$ cat config.mk
export PLATFORM = sky130hd
export DESIGN_NAME = slcm_top
export DESIGN_NICKNAME = d
export VERILOG_FILES = /design/src/core/slcm_pkg.sv /design/src/core/slcm_rx_fifo.sv /design/src/core/slcm_top.sv
export SDC_FILE = /design/constraint.sdc
export NUM_CORES = 1
export LEC_CHECK = 0
export BUFFER_PORTS_ARGS = -buffer_cell sky130_fd_sc_hd__buf_2
export CAP_MARGIN = 20
export CORE_ASPECT_RATIO = 1.2
export CORE_MARGIN = 2
export CORE_UTILIZATION = 35
export CTS_BUF_LIST = sky130_fd_sc_hd__clkbuf_16
export CTS_CLUSTER_DIAMETER = 30
export DETAILED_ROUTE_END_ITERATION = 8
export GPL_TIMING_DRIVEN = 0
export PLACE_DENSITY = 0.52
export SLEW_MARGIN = 15
export SYNTH_ARGS = -nofsm -noshare
export SYNTH_HDL_FRONTEND = slang
export SYNTH_SLANG_ARGS = --single-unit
$ cat constraint.sdc
create_clock -name I_REF_CLK -period 3.3 [get_ports I_REF_CLK]
set_input_delay 0.165 -clock I_REF_CLK [delete_from_list [all_inputs] [get_ports I_REF_CLK]]
set_output_delay 0.165 -clock I_REF_CLK [all_outputs]
set_load 0.02 [all_outputs]
$ cat src/core/slcm_pkg.sv
// Constants and types shared by the serial link connection manager
package slcm_pkg;

   // Upper-layer request opcodes
   localparam logic [1:0] SLCM_OP_CONNECT = 2'h0;
   localparam logic [1:0] SLCM_OP_LISTEN  = 2'h1;
   localparam logic [1:0] SLCM_OP_RECEIVE = 2'h2;
   localparam logic [1:0] SLCM_OP_CLOSE   = 2'h3;

   // Request answer codes
   localparam logic [2:0] SLCM_RSP_GOOD          = 3'h0;
   localparam logic [2:0] SLCM_RSP_INVALID_CONN  = 3'h1;
   localparam logic [2:0] SLCM_RSP_PORT_IN_USE   = 3'h2;
   localparam logic [2:0] SLCM_RSP_RECV_PENDING  = 3'h3;

   // Values after reset
   localparam int         SLCM_CONN_ID_RST   = 0;
   localparam int         SLCM_PORT_SEL_RST  = 0;

   // Connection state
   typedef enum logic [2:0] {
      SLCM_IDLE    = 3'b001,
      SLCM_OPEN    = 3'b010,
      SLCM_CLOSING = 3'b100
   } slcm_state_e;

endpackage : slcm_pkg

$ cat src/core/slcm_rx_fifo.sv
// Store for characters received from the link and not yet passed upward
`timescale 1ns/10ps
module slcm_rx_fifo #(
   parameter int W     = 8,
   parameter int DEPTH = 16
) (
   input  wire logic         i_clk,
   input  wire logic         i_srst,
   input  wire logic         i_flush,
   input  wire logic         i_wr_en,
   input  wire logic [W-1:0] i_wr_data,
   input  wire logic         i_rd_en,
   output logic      [W-1:0] o_rd_data,
   output logic              o_empty,
   output logic              o_full
);
   localparam int AW = $clog2(DEPTH);

   logic [W-1:0] mem_reg [DEPTH];
   logic [AW-1:0] wr_ptr_reg, wr_ptr_next;
   logic [AW-1:0] rd_ptr_reg, rd_ptr_next;
   logic [AW:0]   cnt_reg, cnt_next;
   logic          do_wr;
   logic          do_rd;

   generate
      if (DEPTH < 2 || (1 << AW) != DEPTH) begin : g_chk
         $error("slcm_rx_fifo: DEPTH must be a power of two, at least 2");
      end
   endgenerate

   always_comb begin
      do_wr       = i_wr_en && !o_full;
      do_rd       = i_rd_en && !o_empty;
      wr_ptr_next = wr_ptr_reg;
      rd_ptr_next = rd_ptr_reg;
      cnt_next    = cnt_reg;
      if (i_flush) begin
         wr_ptr_next = '0;
         rd_ptr_next = '0;
         cnt_next    = '0;
      end else begin
         if (do_wr) begin
            wr_ptr_next = wr_ptr_reg + 1'b1;
         end
         if (do_rd) begin
            rd_ptr_next = rd_ptr_reg + 1'b1;
         end
         if (do_wr && !do_rd) begin
            cnt_next = cnt_reg + 1'b1;
         end else if (do_rd && !do_wr) begin
            cnt_next = cnt_reg - 1'b1;
         end
      end
   end

   always_ff @(posedge i_clk) begin
      if (i_srst) begin
         wr_ptr_reg <= '0;
         rd_ptr_reg <= '0;
         cnt_reg    <= '0;
      end else begin
         wr_ptr_reg <= wr_ptr_next;
         rd_ptr_reg <= rd_ptr_next;
         cnt_reg    <= cnt_next;
      end
   end

   // Storage array carries no reset; only pointers define contents
   always_ff @(posedge i_clk) begin
      if (do_wr && !i_flush) begin
         mem_reg[wr_ptr_reg] <= i_wr_data;
      end
   end

   assign o_rd_data = mem_reg[rd_ptr_reg];
   assign o_empty   = (cnt_reg == '0);
   assign o_full    = (cnt_reg == DEPTH[AW:0]);

endmodule // slcm_rx_fifo

$ cat src/core/slcm_top.sv
// Connection manager between the port protocol logic and one serial link
//
// What this block does
// - Connect or listen request establishes the connection at once, no peer handshake.
// - Connect or listen puts nothing on the serial link.
// - Connect or listen raises connected with the identifier, possibly before returning.
// - Only one connection is ever tracked.
// - Connect or listen while connected is refused with local-port-busy.
// - Local port selects the physical port, remote port ignored, identifier assigned and reused.
// - Receive never places more characters than its given maximum.
// - Received returns the last receive buffer and the count placed in it.
// - After a good close every accepted send character still goes out.
// - Characters arriving after close may be discarded.
// - During close, receives keep working until earlier characters are all delivered.
// - Closed is raised once everything received has been delivered.
// - Close and closed carry the identifier given by connected.
// - A received reset is handled as port logout either way; hard reset is only flagged on Reset-hard.
// - Reset-received names the drive port on which the reset arrived.
// - Second receive before received is refused with receive-pending.
// - No received after closed until a new connected.
// - Closed delivers a close event to the port state machine.
`timescale 1ns/10ps
module slcm_top
   import slcm_pkg::*;
#(
   parameter int NPORT = 2,
   parameter int IDW   = 4,
   parameter int BW    = 8,
   parameter int CW    = 8,
   parameter int DEPTH = 16,
   parameter int PW    = (NPORT > 1) ? $clog2(NPORT) : 1
) (
   input  wire logic             I_REF_CLK,
   input  wire logic             I_SRST,
   // Request port
   input  wire logic             I_REQ_VALID,
   input  wire logic [1:0]       I_REQ_OP,
   input  wire logic [IDW-1:0]   I_REQ_CONN,
   input  wire logic [PW-1:0]    I_REQ_PORT,
   input  wire logic [BW-1:0]    I_REQ_BUF,
   input  wire logic [CW-1:0]    I_REQ_MAX,
   output logic                  O_RSP_VALID,
   output logic      [2:0]       O_RSP_STATUS,
   output logic      [IDW-1:0]   O_RSP_CONN,
   // Indications
   output logic                  O_CONNECTED,
   output logic      [IDW-1:0]   O_IND_CONN,
   output logic                  O_CLOSED,
   output logic                  O_RECEIVED,
   output logic      [BW-1:0]    O_RECVD_BUF,
   output logic      [CW-1:0]    O_RECVD_COUNT,
   output logic                  O_RD_VALID,
   output logic      [7:0]       O_RD_DATA,
   output logic      [CW-1:0]    O_RD_INDEX,
   // Send stream
   input  wire logic             I_SEND_VALID,
   input  wire logic [7:0]       I_SEND_DATA,
   output logic                  O_SEND_READY,
   // Serial link side
   output logic      [PW-1:0]    O_PORT_SEL,
   output logic                  O_TX_VALID,
   output logic      [7:0]       O_TX_DATA,
   input  wire logic             I_TX_READY,
   input  wire logic             I_RX_VALID,
   input  wire logic [7:0]       I_RX_DATA,
   output logic                  O_RX_READY,
   // Link reset
   input  wire logic [NPORT-1:0] I_LINK_RESET,
   input  wire logic             I_RESET_AS_HARD,
   output logic                  O_RESET_RCVD,
   output logic      [PW-1:0]    O_RESET_PORT,
   output logic                  O_RESET_HARD
);

   generate
      if (NPORT < 1 || IDW < 1 || BW < 1 || CW < 1) begin : g_chk
         $error("slcm_top: NPORT, IDW, BW and CW must be at least 1");
      end
   endgenerate

   slcm_state_e    state_reg, state_next;
   logic [IDW-1:0] conn_id_reg, conn_id_next;
   logic [PW-1:0]  port_sel_reg, port_sel_next;
   logic           rsp_valid_reg, rsp_valid_next;
   logic [2:0]     rsp_status_reg, rsp_status_next;
   logic [IDW-1:0] rsp_conn_reg, rsp_conn_next;
   logic           connected_reg, connected_next;
   logic           closed_reg, closed_next;
   logic           pend_reg, pend_next;
   logic [BW-1:0]  buf_reg, buf_next;
   logic [CW-1:0]  max_reg, max_next;
   logic [CW-1:0]  cnt_reg, cnt_next;
   logic           received_reg, received_next;
   logic [BW-1:0]  recvd_buf_reg, recvd_buf_next;
   logic [CW-1:0]  recvd_cnt_reg, recvd_cnt_next;
   logic           rd_valid_reg, rd_valid_next;
   logic [7:0]     rd_data_reg, rd_data_next;
   logic [CW-1:0]  rd_index_reg, rd_index_next;
   logic           tx_valid_reg, tx_valid_next;
   logic [7:0]     tx_data_reg, tx_data_next;
   logic           rst_rcvd_reg, rst_rcvd_next;
   logic [PW-1:0]  rst_port_reg, rst_port_next;
   logic           rst_hard_reg, rst_hard_next;

   logic           link_reset;
   logic [PW-1:0]  link_reset_port;
   logic           fifo_empty;
   logic           fifo_full;
   logic [7:0]     fifo_data;
   logic           fifo_wr;
   logic           fifo_rd;
   logic           fifo_flush;
   logic           deliver_done;
   logic           close_done;
   logic           conn_match;

   // Lowest-numbered port that saw a reset from the automation side
   always_comb begin
      link_reset      = |I_LINK_RESET;
      link_reset_port = '0;
      for (int i = NPORT - 1; i >= 0; i--) begin
         if (I_LINK_RESET[i]) begin
            link_reset_port = PW'(i);
         end
      end
   end

   assign conn_match   = (state_reg != SLCM_IDLE) && (I_REQ_CONN == conn_id_reg);
   // Receive finishes when its maximum is reached or the store runs dry after a character
   assign deliver_done = pend_reg && ((cnt_reg == max_reg) || (fifo_empty && cnt_reg != '0));
   assign fifo_rd      = pend_reg && !fifo_empty && (cnt_reg != max_reg) && !link_reset;
   // While open, incoming characters are stored; otherwise drained and dropped
   assign fifo_wr      = I_RX_VALID && (state_reg == SLCM_OPEN);
   assign fifo_flush   = link_reset;
   assign close_done   = (state_reg == SLCM_CLOSING) && !tx_valid_reg && fifo_empty
                         && !(pend_reg && cnt_reg != '0);
   assign O_SEND_READY = (state_reg == SLCM_OPEN) && (!tx_valid_reg || I_TX_READY);
   assign O_RX_READY   = (state_reg != SLCM_OPEN) || !fifo_full;

   slcm_rx_fifo #(
      .W     (8),
      .DEPTH (DEPTH)
   ) u_rx_fifo (
      .i_clk     (I_REF_CLK),
      .i_srst    (I_SRST),
      .i_flush   (fifo_flush),
      .i_wr_en   (fifo_wr),
      .i_wr_data (I_RX_DATA),
      .i_rd_en   (fifo_rd),
      .o_rd_data (fifo_data),
      .o_empty   (fifo_empty),
      .o_full    (fifo_full)
   );

   always_comb begin
      state_next      = state_reg;
      conn_id_next    = conn_id_reg;
      port_sel_next   = port_sel_reg;
      rsp_valid_next  = 1'b0;
      rsp_status_next = rsp_status_reg;
      rsp_conn_next   = rsp_conn_reg;
      connected_next  = 1'b0;
      closed_next     = 1'b0;
      pend_next       = pend_reg;
      buf_next        = buf_reg;
      max_next        = max_reg;
      cnt_next        = cnt_reg;
      received_next   = 1'b0;
      recvd_buf_next  = recvd_buf_reg;
      recvd_cnt_next  = recvd_cnt_reg;
      rd_valid_next   = 1'b0;
      rd_data_next    = rd_data_reg;
      rd_index_next   = rd_index_reg;
      tx_valid_next   = tx_valid_reg;
      tx_data_next    = tx_data_reg;
      rst_rcvd_next   = 1'b0;
      rst_port_next   = rst_port_reg;
      rst_hard_next   = rst_hard_reg;

      // Transmit holding stage; nothing enters it except send characters
      if (tx_valid_reg && I_TX_READY) begin
         tx_valid_next = 1'b0;
      end
      if (I_SEND_VALID && O_SEND_READY) begin
         tx_valid_next = 1'b1;
         tx_data_next  = I_SEND_DATA;
      end

      // Delivery of stored characters into the receive buffer
      if (fifo_rd) begin
         rd_valid_next = 1'b1;
         rd_data_next  = fifo_data;
         rd_index_next = cnt_reg;
         cnt_next      = cnt_reg + 1'b1;
      end else if (deliver_done) begin
         received_next  = 1'b1;
         recvd_buf_next = buf_reg;
         recvd_cnt_next = cnt_reg;
         pend_next      = 1'b0;
      end

      if (close_done) begin
         state_next  = SLCM_IDLE;
         closed_next = 1'b1;
         pend_next   = 1'b0;
      end

      if (I_REQ_VALID) begin
         rsp_valid_next  = 1'b1;
         rsp_conn_next   = conn_id_reg;
         rsp_status_next = SLCM_RSP_GOOD;
         unique case (I_REQ_OP)
            SLCM_OP_CONNECT, SLCM_OP_LISTEN: begin
               if (state_reg != SLCM_IDLE) begin
                  rsp_status_next = SLCM_RSP_PORT_IN_USE;
               end else begin
                  // Established at once; the link stays silent
                  state_next     = SLCM_OPEN;
                  conn_id_next   = conn_id_reg + 1'b1;
                  rsp_conn_next  = conn_id_reg + 1'b1;
                  port_sel_next  = I_REQ_PORT;
                  connected_next = 1'b1;
               end
            end
            SLCM_OP_RECEIVE: begin
               if (!conn_match) begin
                  rsp_status_next = SLCM_RSP_INVALID_CONN;
               end else if (pend_reg) begin
                  rsp_status_next = SLCM_RSP_RECV_PENDING;
               end else if (!close_done) begin
                  pend_next = 1'b1;
                  buf_next  = I_REQ_BUF;
                  max_next  = I_REQ_MAX;
                  cnt_next  = '0;
               end
            end
            SLCM_OP_CLOSE: begin
               if (!conn_match || state_reg != SLCM_OPEN) begin
                  rsp_status_next = SLCM_RSP_INVALID_CONN;
               end else begin
                  state_next = SLCM_CLOSING;
               end
            end
         endcase
      end

      // Reset from the automation side: logout or hard reset both drop the connection
      if (link_reset) begin
         state_next    = SLCM_IDLE;
         pend_next     = 1'b0;
         tx_valid_next = 1'b0;
         rd_valid_next = 1'b0;
         received_next = 1'b0;
         rst_rcvd_next = 1'b1;
         rst_port_next = link_reset_port;
         rst_hard_next = I_RESET_AS_HARD;
      end
   end

   always_ff @(posedge I_REF_CLK) begin
      if (I_SRST) begin
         state_reg      <= SLCM_IDLE;
         conn_id_reg    <= IDW'(SLCM_CONN_ID_RST);
         port_sel_reg   <= PW'(SLCM_PORT_SEL_RST);
         rsp_valid_reg  <= 1'b0;
         rsp_status_reg <= SLCM_RSP_GOOD;
         rsp_conn_reg   <= '0;
         connected_reg  <= 1'b0;
         closed_reg     <= 1'b0;
         pend_reg       <= 1'b0;
         buf_reg        <= '0;
         max_reg        <= '0;
         cnt_reg        <= '0;
         received_reg   <= 1'b0;
         recvd_buf_reg  <= '0;
         recvd_cnt_reg  <= '0;
         rd_valid_reg   <= 1'b0;
         rd_data_reg    <= 8'h00;
         rd_index_reg   <= '0;
         tx_valid_reg   <= 1'b0;
         tx_data_reg    <= 8'h00;
         rst_rcvd_reg   <= 1'b0;
         rst_port_reg   <= '0;
         rst_hard_reg   <= 1'b0;
      end else begin
         state_reg      <= state_next;
         conn_id_reg    <= conn_id_next;
         port_sel_reg   <= port_sel_next;
         rsp_valid_reg  <= rsp_valid_next;
         rsp_status_reg <= rsp_status_next;
         rsp_conn_reg   <= rsp_conn_next;
         connected_reg  <= connected_next;
         closed_reg     <= closed_next;
         pend_reg       <= pend_next;
         buf_reg        <= buf_next;
         max_reg        <= max_next;
         cnt_reg        <= cnt_next;
         received_reg   <= received_next;
         recvd_buf_reg  <= recvd_buf_next;
         recvd_cnt_reg  <= recvd_cnt_next;
         rd_valid_reg   <= rd_valid_next;
         rd_data_reg    <= rd_data_next;
         rd_index_reg   <= rd_index_next;
         tx_valid_reg   <= tx_valid_next;
         tx_data_reg    <= tx_data_next;
         rst_rcvd_reg   <= rst_rcvd_next;
         rst_port_reg   <= rst_port_next;
         rst_hard_reg   <= rst_hard_next;
      end
   end

   assign O_RSP_VALID   = rsp_valid_reg;
   assign O_RSP_STATUS  = rsp_status_reg;
   assign O_RSP_CONN    = rsp_conn_reg;
   assign O_CONNECTED   = connected_reg;
   assign O_IND_CONN    = conn_id_reg;
   assign O_CLOSED      = closed_reg;
   assign O_RECEIVED    = received_reg;
   assign O_RECVD_BUF   = recvd_buf_reg;
   assign O_RECVD_COUNT = recvd_cnt_reg;
   assign O_RD_VALID    = rd_valid_reg;
   assign O_RD_DATA     = rd_data_reg;
   assign O_RD_INDEX    = rd_index_reg;
   assign O_PORT_SEL    = port_sel_reg;
   assign O_TX_VALID    = tx_valid_reg;
   assign O_TX_DATA     = tx_data_reg;
   assign O_RESET_RCVD  = rst_rcvd_reg;
   assign O_RESET_PORT  = rst_port_reg;
   assign O_RESET_HARD  = rst_hard_reg;

endmodule // slcm_top

==> run_results.csv <==
group,metric,value,unit
setup_path,crit_arrival,3.51,ns
yosys,synth_top_family_by_area,"multiplexers",
layout,antenna_cells,0,
grt,grt-ovfl-total,0,
min_path,hold_depth,3,
clock_network,cts.sink_count,225,
sta,fin_crit,3.066,ns
grt,grt_pass1_wl,34710,um
clock_network,htree_levels,2,
clock_network,clkTransAtPathRegs,0.04,ns
sta,max_freq,326.1,MHz
power,static-leakage-power,4.402,nW
sta,fin_ws,0.2337,ns
clock_network,clockBufferDepth,3,
yosys,ys.flop_type,"edfxtp_1",
setup_path,critPathCaptureType,"flop",
layout,area_delta_synth_final,29.88,%
sta,rsz0062_at_grt,"no",
sta,finalSetupViolCount,0,
yosys,synth_edf_count,128,
yosys,synth_compound_area_share,5.536,%
floorplan,die_w,152.0,um
sta,slew_headroom,32.18,%
yosys,synthAdderAreaFrac,1.850,%
yosys,ys_ff_latch,225,
floorplan,die_h,181.6,um
grt,top_usage_layer,"met2",
layout,nFillCells,2386,
job,cap_violations,0,
setup_path,r2r_cells,13,
sta,fin_crit_sh,92.92,%
floorplan,core_region_area,26110,um^2
place,place_ws,-0.2388,ns
routing,post_drt_via_cell_ratio,4.881,
routing,ant_nets,0,
clock_network,cts_buffers,44,
grt,grt_pass1_vias,6240,
setup_path,critical_path_class,"flop to flop",
place,gp_congestion,0.7538,
yosys,synth_xor_area_share,2.380,%
place,portBuffers,108,
clock_network,clock_latency,0.53,ns
sta,finalMaxSlewViolations,0,
sta,max_slew.worst_pin.slew,1.014,ns
routing,firstDrtPassIters,6,
yosys,syn_area_per_cell,13.59,um^2
routing,vias,6014,
floorplan,io_pins,111,
yosys,synth_cells,677,
yosys,synthArstFlopShare,0,%
power,ir_drop,440.4,uV
yosys,synth_most_common_cell,"edfxtp_1",
floorplan,start_util,35.24,%
grt,grt_max_degree,17,
floorplan,rows,65,
yosys,ys_warn_count,0,
routing,drt-initial-drc-count,349,
yosys,synth_mux_area_share,12.73,%
layout,nets,925,
yosys,ys_seq_area_share,62.89,%
yosys,synth_simple_gate_area_share,11.53,%
routing,wl_per_cell,17.91,um
yosys,synth_area,9199,um^2
clock_network,cts_tree,"yes",
yosys,ys_top_cells_by_count,"edfxtp_1, dfxtp_1, nor2_1",
setup_path,startpoint_type,"flop",
yosys,yosysTopAreaCell,"edfxtp_1",
power,powerDensity,624.0,nW/um^2
layout,ff_latch_area,5791,um^2
routing,wirelength,22070,um
sta,setup_tns,0,ns
yosys,ys_types,55,
sta,hold_viol,0,
setup_path,crit_fanout,19,
sta,fin_skew,0.01568,ns
layout,drive_above_1_share,27.76,%
place,dpl.hpwl,14500,um
grt,grt_use_met3,3.604,%
grt,use_met2,27.93,%
floorplan,dieArea,27600,um^2
grt,use_met1,19.71,%
yosys,synth_nets,738,
grt,antenna_found_initial,0,
layout,multiInputGateArea,3152,um^2
min_path,hold_path_class,"input pin to flop",
layout,largest_reg_flops,128,
yosys,synthTopCellsByArea,"edfxtp_1, dfxtp_1, mux4_2, mux2i_1, nor2_1",
grt,grtUsageTotal,16.02,%
clock_network,cts_root_buf,"clkbuf_16",
yosys,netlist.area_leader.share,41.78,%
routing,drc,0,
status,status,"finished, final reports clean",
setup_path,crit_required,3.75,ns
## worst max-delay path, cell delays in order (launching register included)
cell and delay [ns]:
dfxtp_1 0.33, or4_4 0.58, o211ai_4 0.22, a21oi_4 0.06, inv_4 0.09, buf_6 0.18
ha_2 0.21, inv_1 0.09, fa_2 0.36, a21o_1 0.20, a21oi_2 0.15, xnor2_1 0.08
or3_1 0.31, a21oi_1 0.13
## power by group
part / internal (mW) / switching, mW / total (mW)
logic: 0.0749 / 0.0954 / 0.170
registers: 2.97 / 0.00587 / 2.98
clock network: 2.83 / 1.48 / 4.30
total: 5.88 / 1.58 / 7.45
## what timing repair did
item,CTS,global route
hold buffers,30,0
setup endpoints to repair,1,1
setup buffers,4,0
endpoints found under the hold margin,29,0
resized for setup,3,5
pin swaps,4,2
## cell families (layout without fill, tap and decap cells)
family          count (synthesis)  count (layout)
flops                         225             225
simple gates                  204             204
compound gates                 82              82
mux                            77              77
buf+inv                        50             270
xor+xnor                       25              25
fa+ha+maj                      13              13
other cells                     1               1
## layout by cell type, fill, tap and decap left out, types with 27 or more instances in the layout
| master | instances |
|---|---|
| nor2_1 | 70 |
| edfxtp_1 | 128 |
| nand2_1 | 35 |
| mux4_2 | 32 |
| nand2b_1 | 36 |
| buf_2 | 116 |
| a21oi_1 | 27 |
| dlygate4sd3_1 | 30 |
| clkbuf_16 | 44 |
| dfxtp_1 | 93 |
| mux2i_1 | 45 |
## per-layer routing
metal | up-vias | part of all wire, % | routed length (um)
met5 | - | 0 | 0
met4 | 0 | 2.7 | 595
met3 | 44 | 4.8 | 1050
met2 | 188 | 49 | 10860
met1 | 2924 | 43 | 9559
li1 | 2858 | - | -
## worst paths after layout
| check | startpoint | end | slack [ns] |
|---|---|---|---|
| max | u_rx_fifo.cnt_reg[2]$_SDFFE_PP0P_ | u_rx_fifo.cnt_reg[4]$_SDFFE_PP0P_ | 0.23 |
| min | I_REQ_OP[0] | O_RSP_STATUS[1]$_SDFFE_PP0P_ | 0.02 |
| min reg2reg | O_RESET_HARD$_SDFFE_PP0P_ | O_RESET_HARD$_SDFFE_PP0P_ | 0.45 |
| max reg2reg | u_rx_fifo.cnt_reg[2]$_SDFFE_PP0P_ | u_rx_fifo.cnt_reg[4]$_SDFFE_PP0P_ | 0.23 |
## per-stage QoR
step | cells | power [mW] | utilization [%] | hold WS, ns | area [um^2]
floorplan | 677 | 3.094 | - | 0.2443 | 9199
CTS | 1233 | 7.546 | 45.78 | 0.001725 | 11950
global route | 1232 | 7.694 | 45.77 | 0.01275 | 11950
global placement | 1120 | 3.175 | 38.91 | 0.4016 | 10160
finish | 1232 | 7.455 | 45.77 | 0.01623 | 11950
detailed placement | 1120 | 3.176 | 38.91 | 0.4075 | 10160
## layout make-up
cell class,count,area share (%)
well taps,335,3.508
clock buffers,44,9.216
flip-flops and latches,225,48.47
plain buffers,39,1.906
inverters,10,0.3351
multi-input cells,402,26.38
repair buffers,142,7.289
clock inverters,35,2.901
Power figures use the tool's default switching activity.
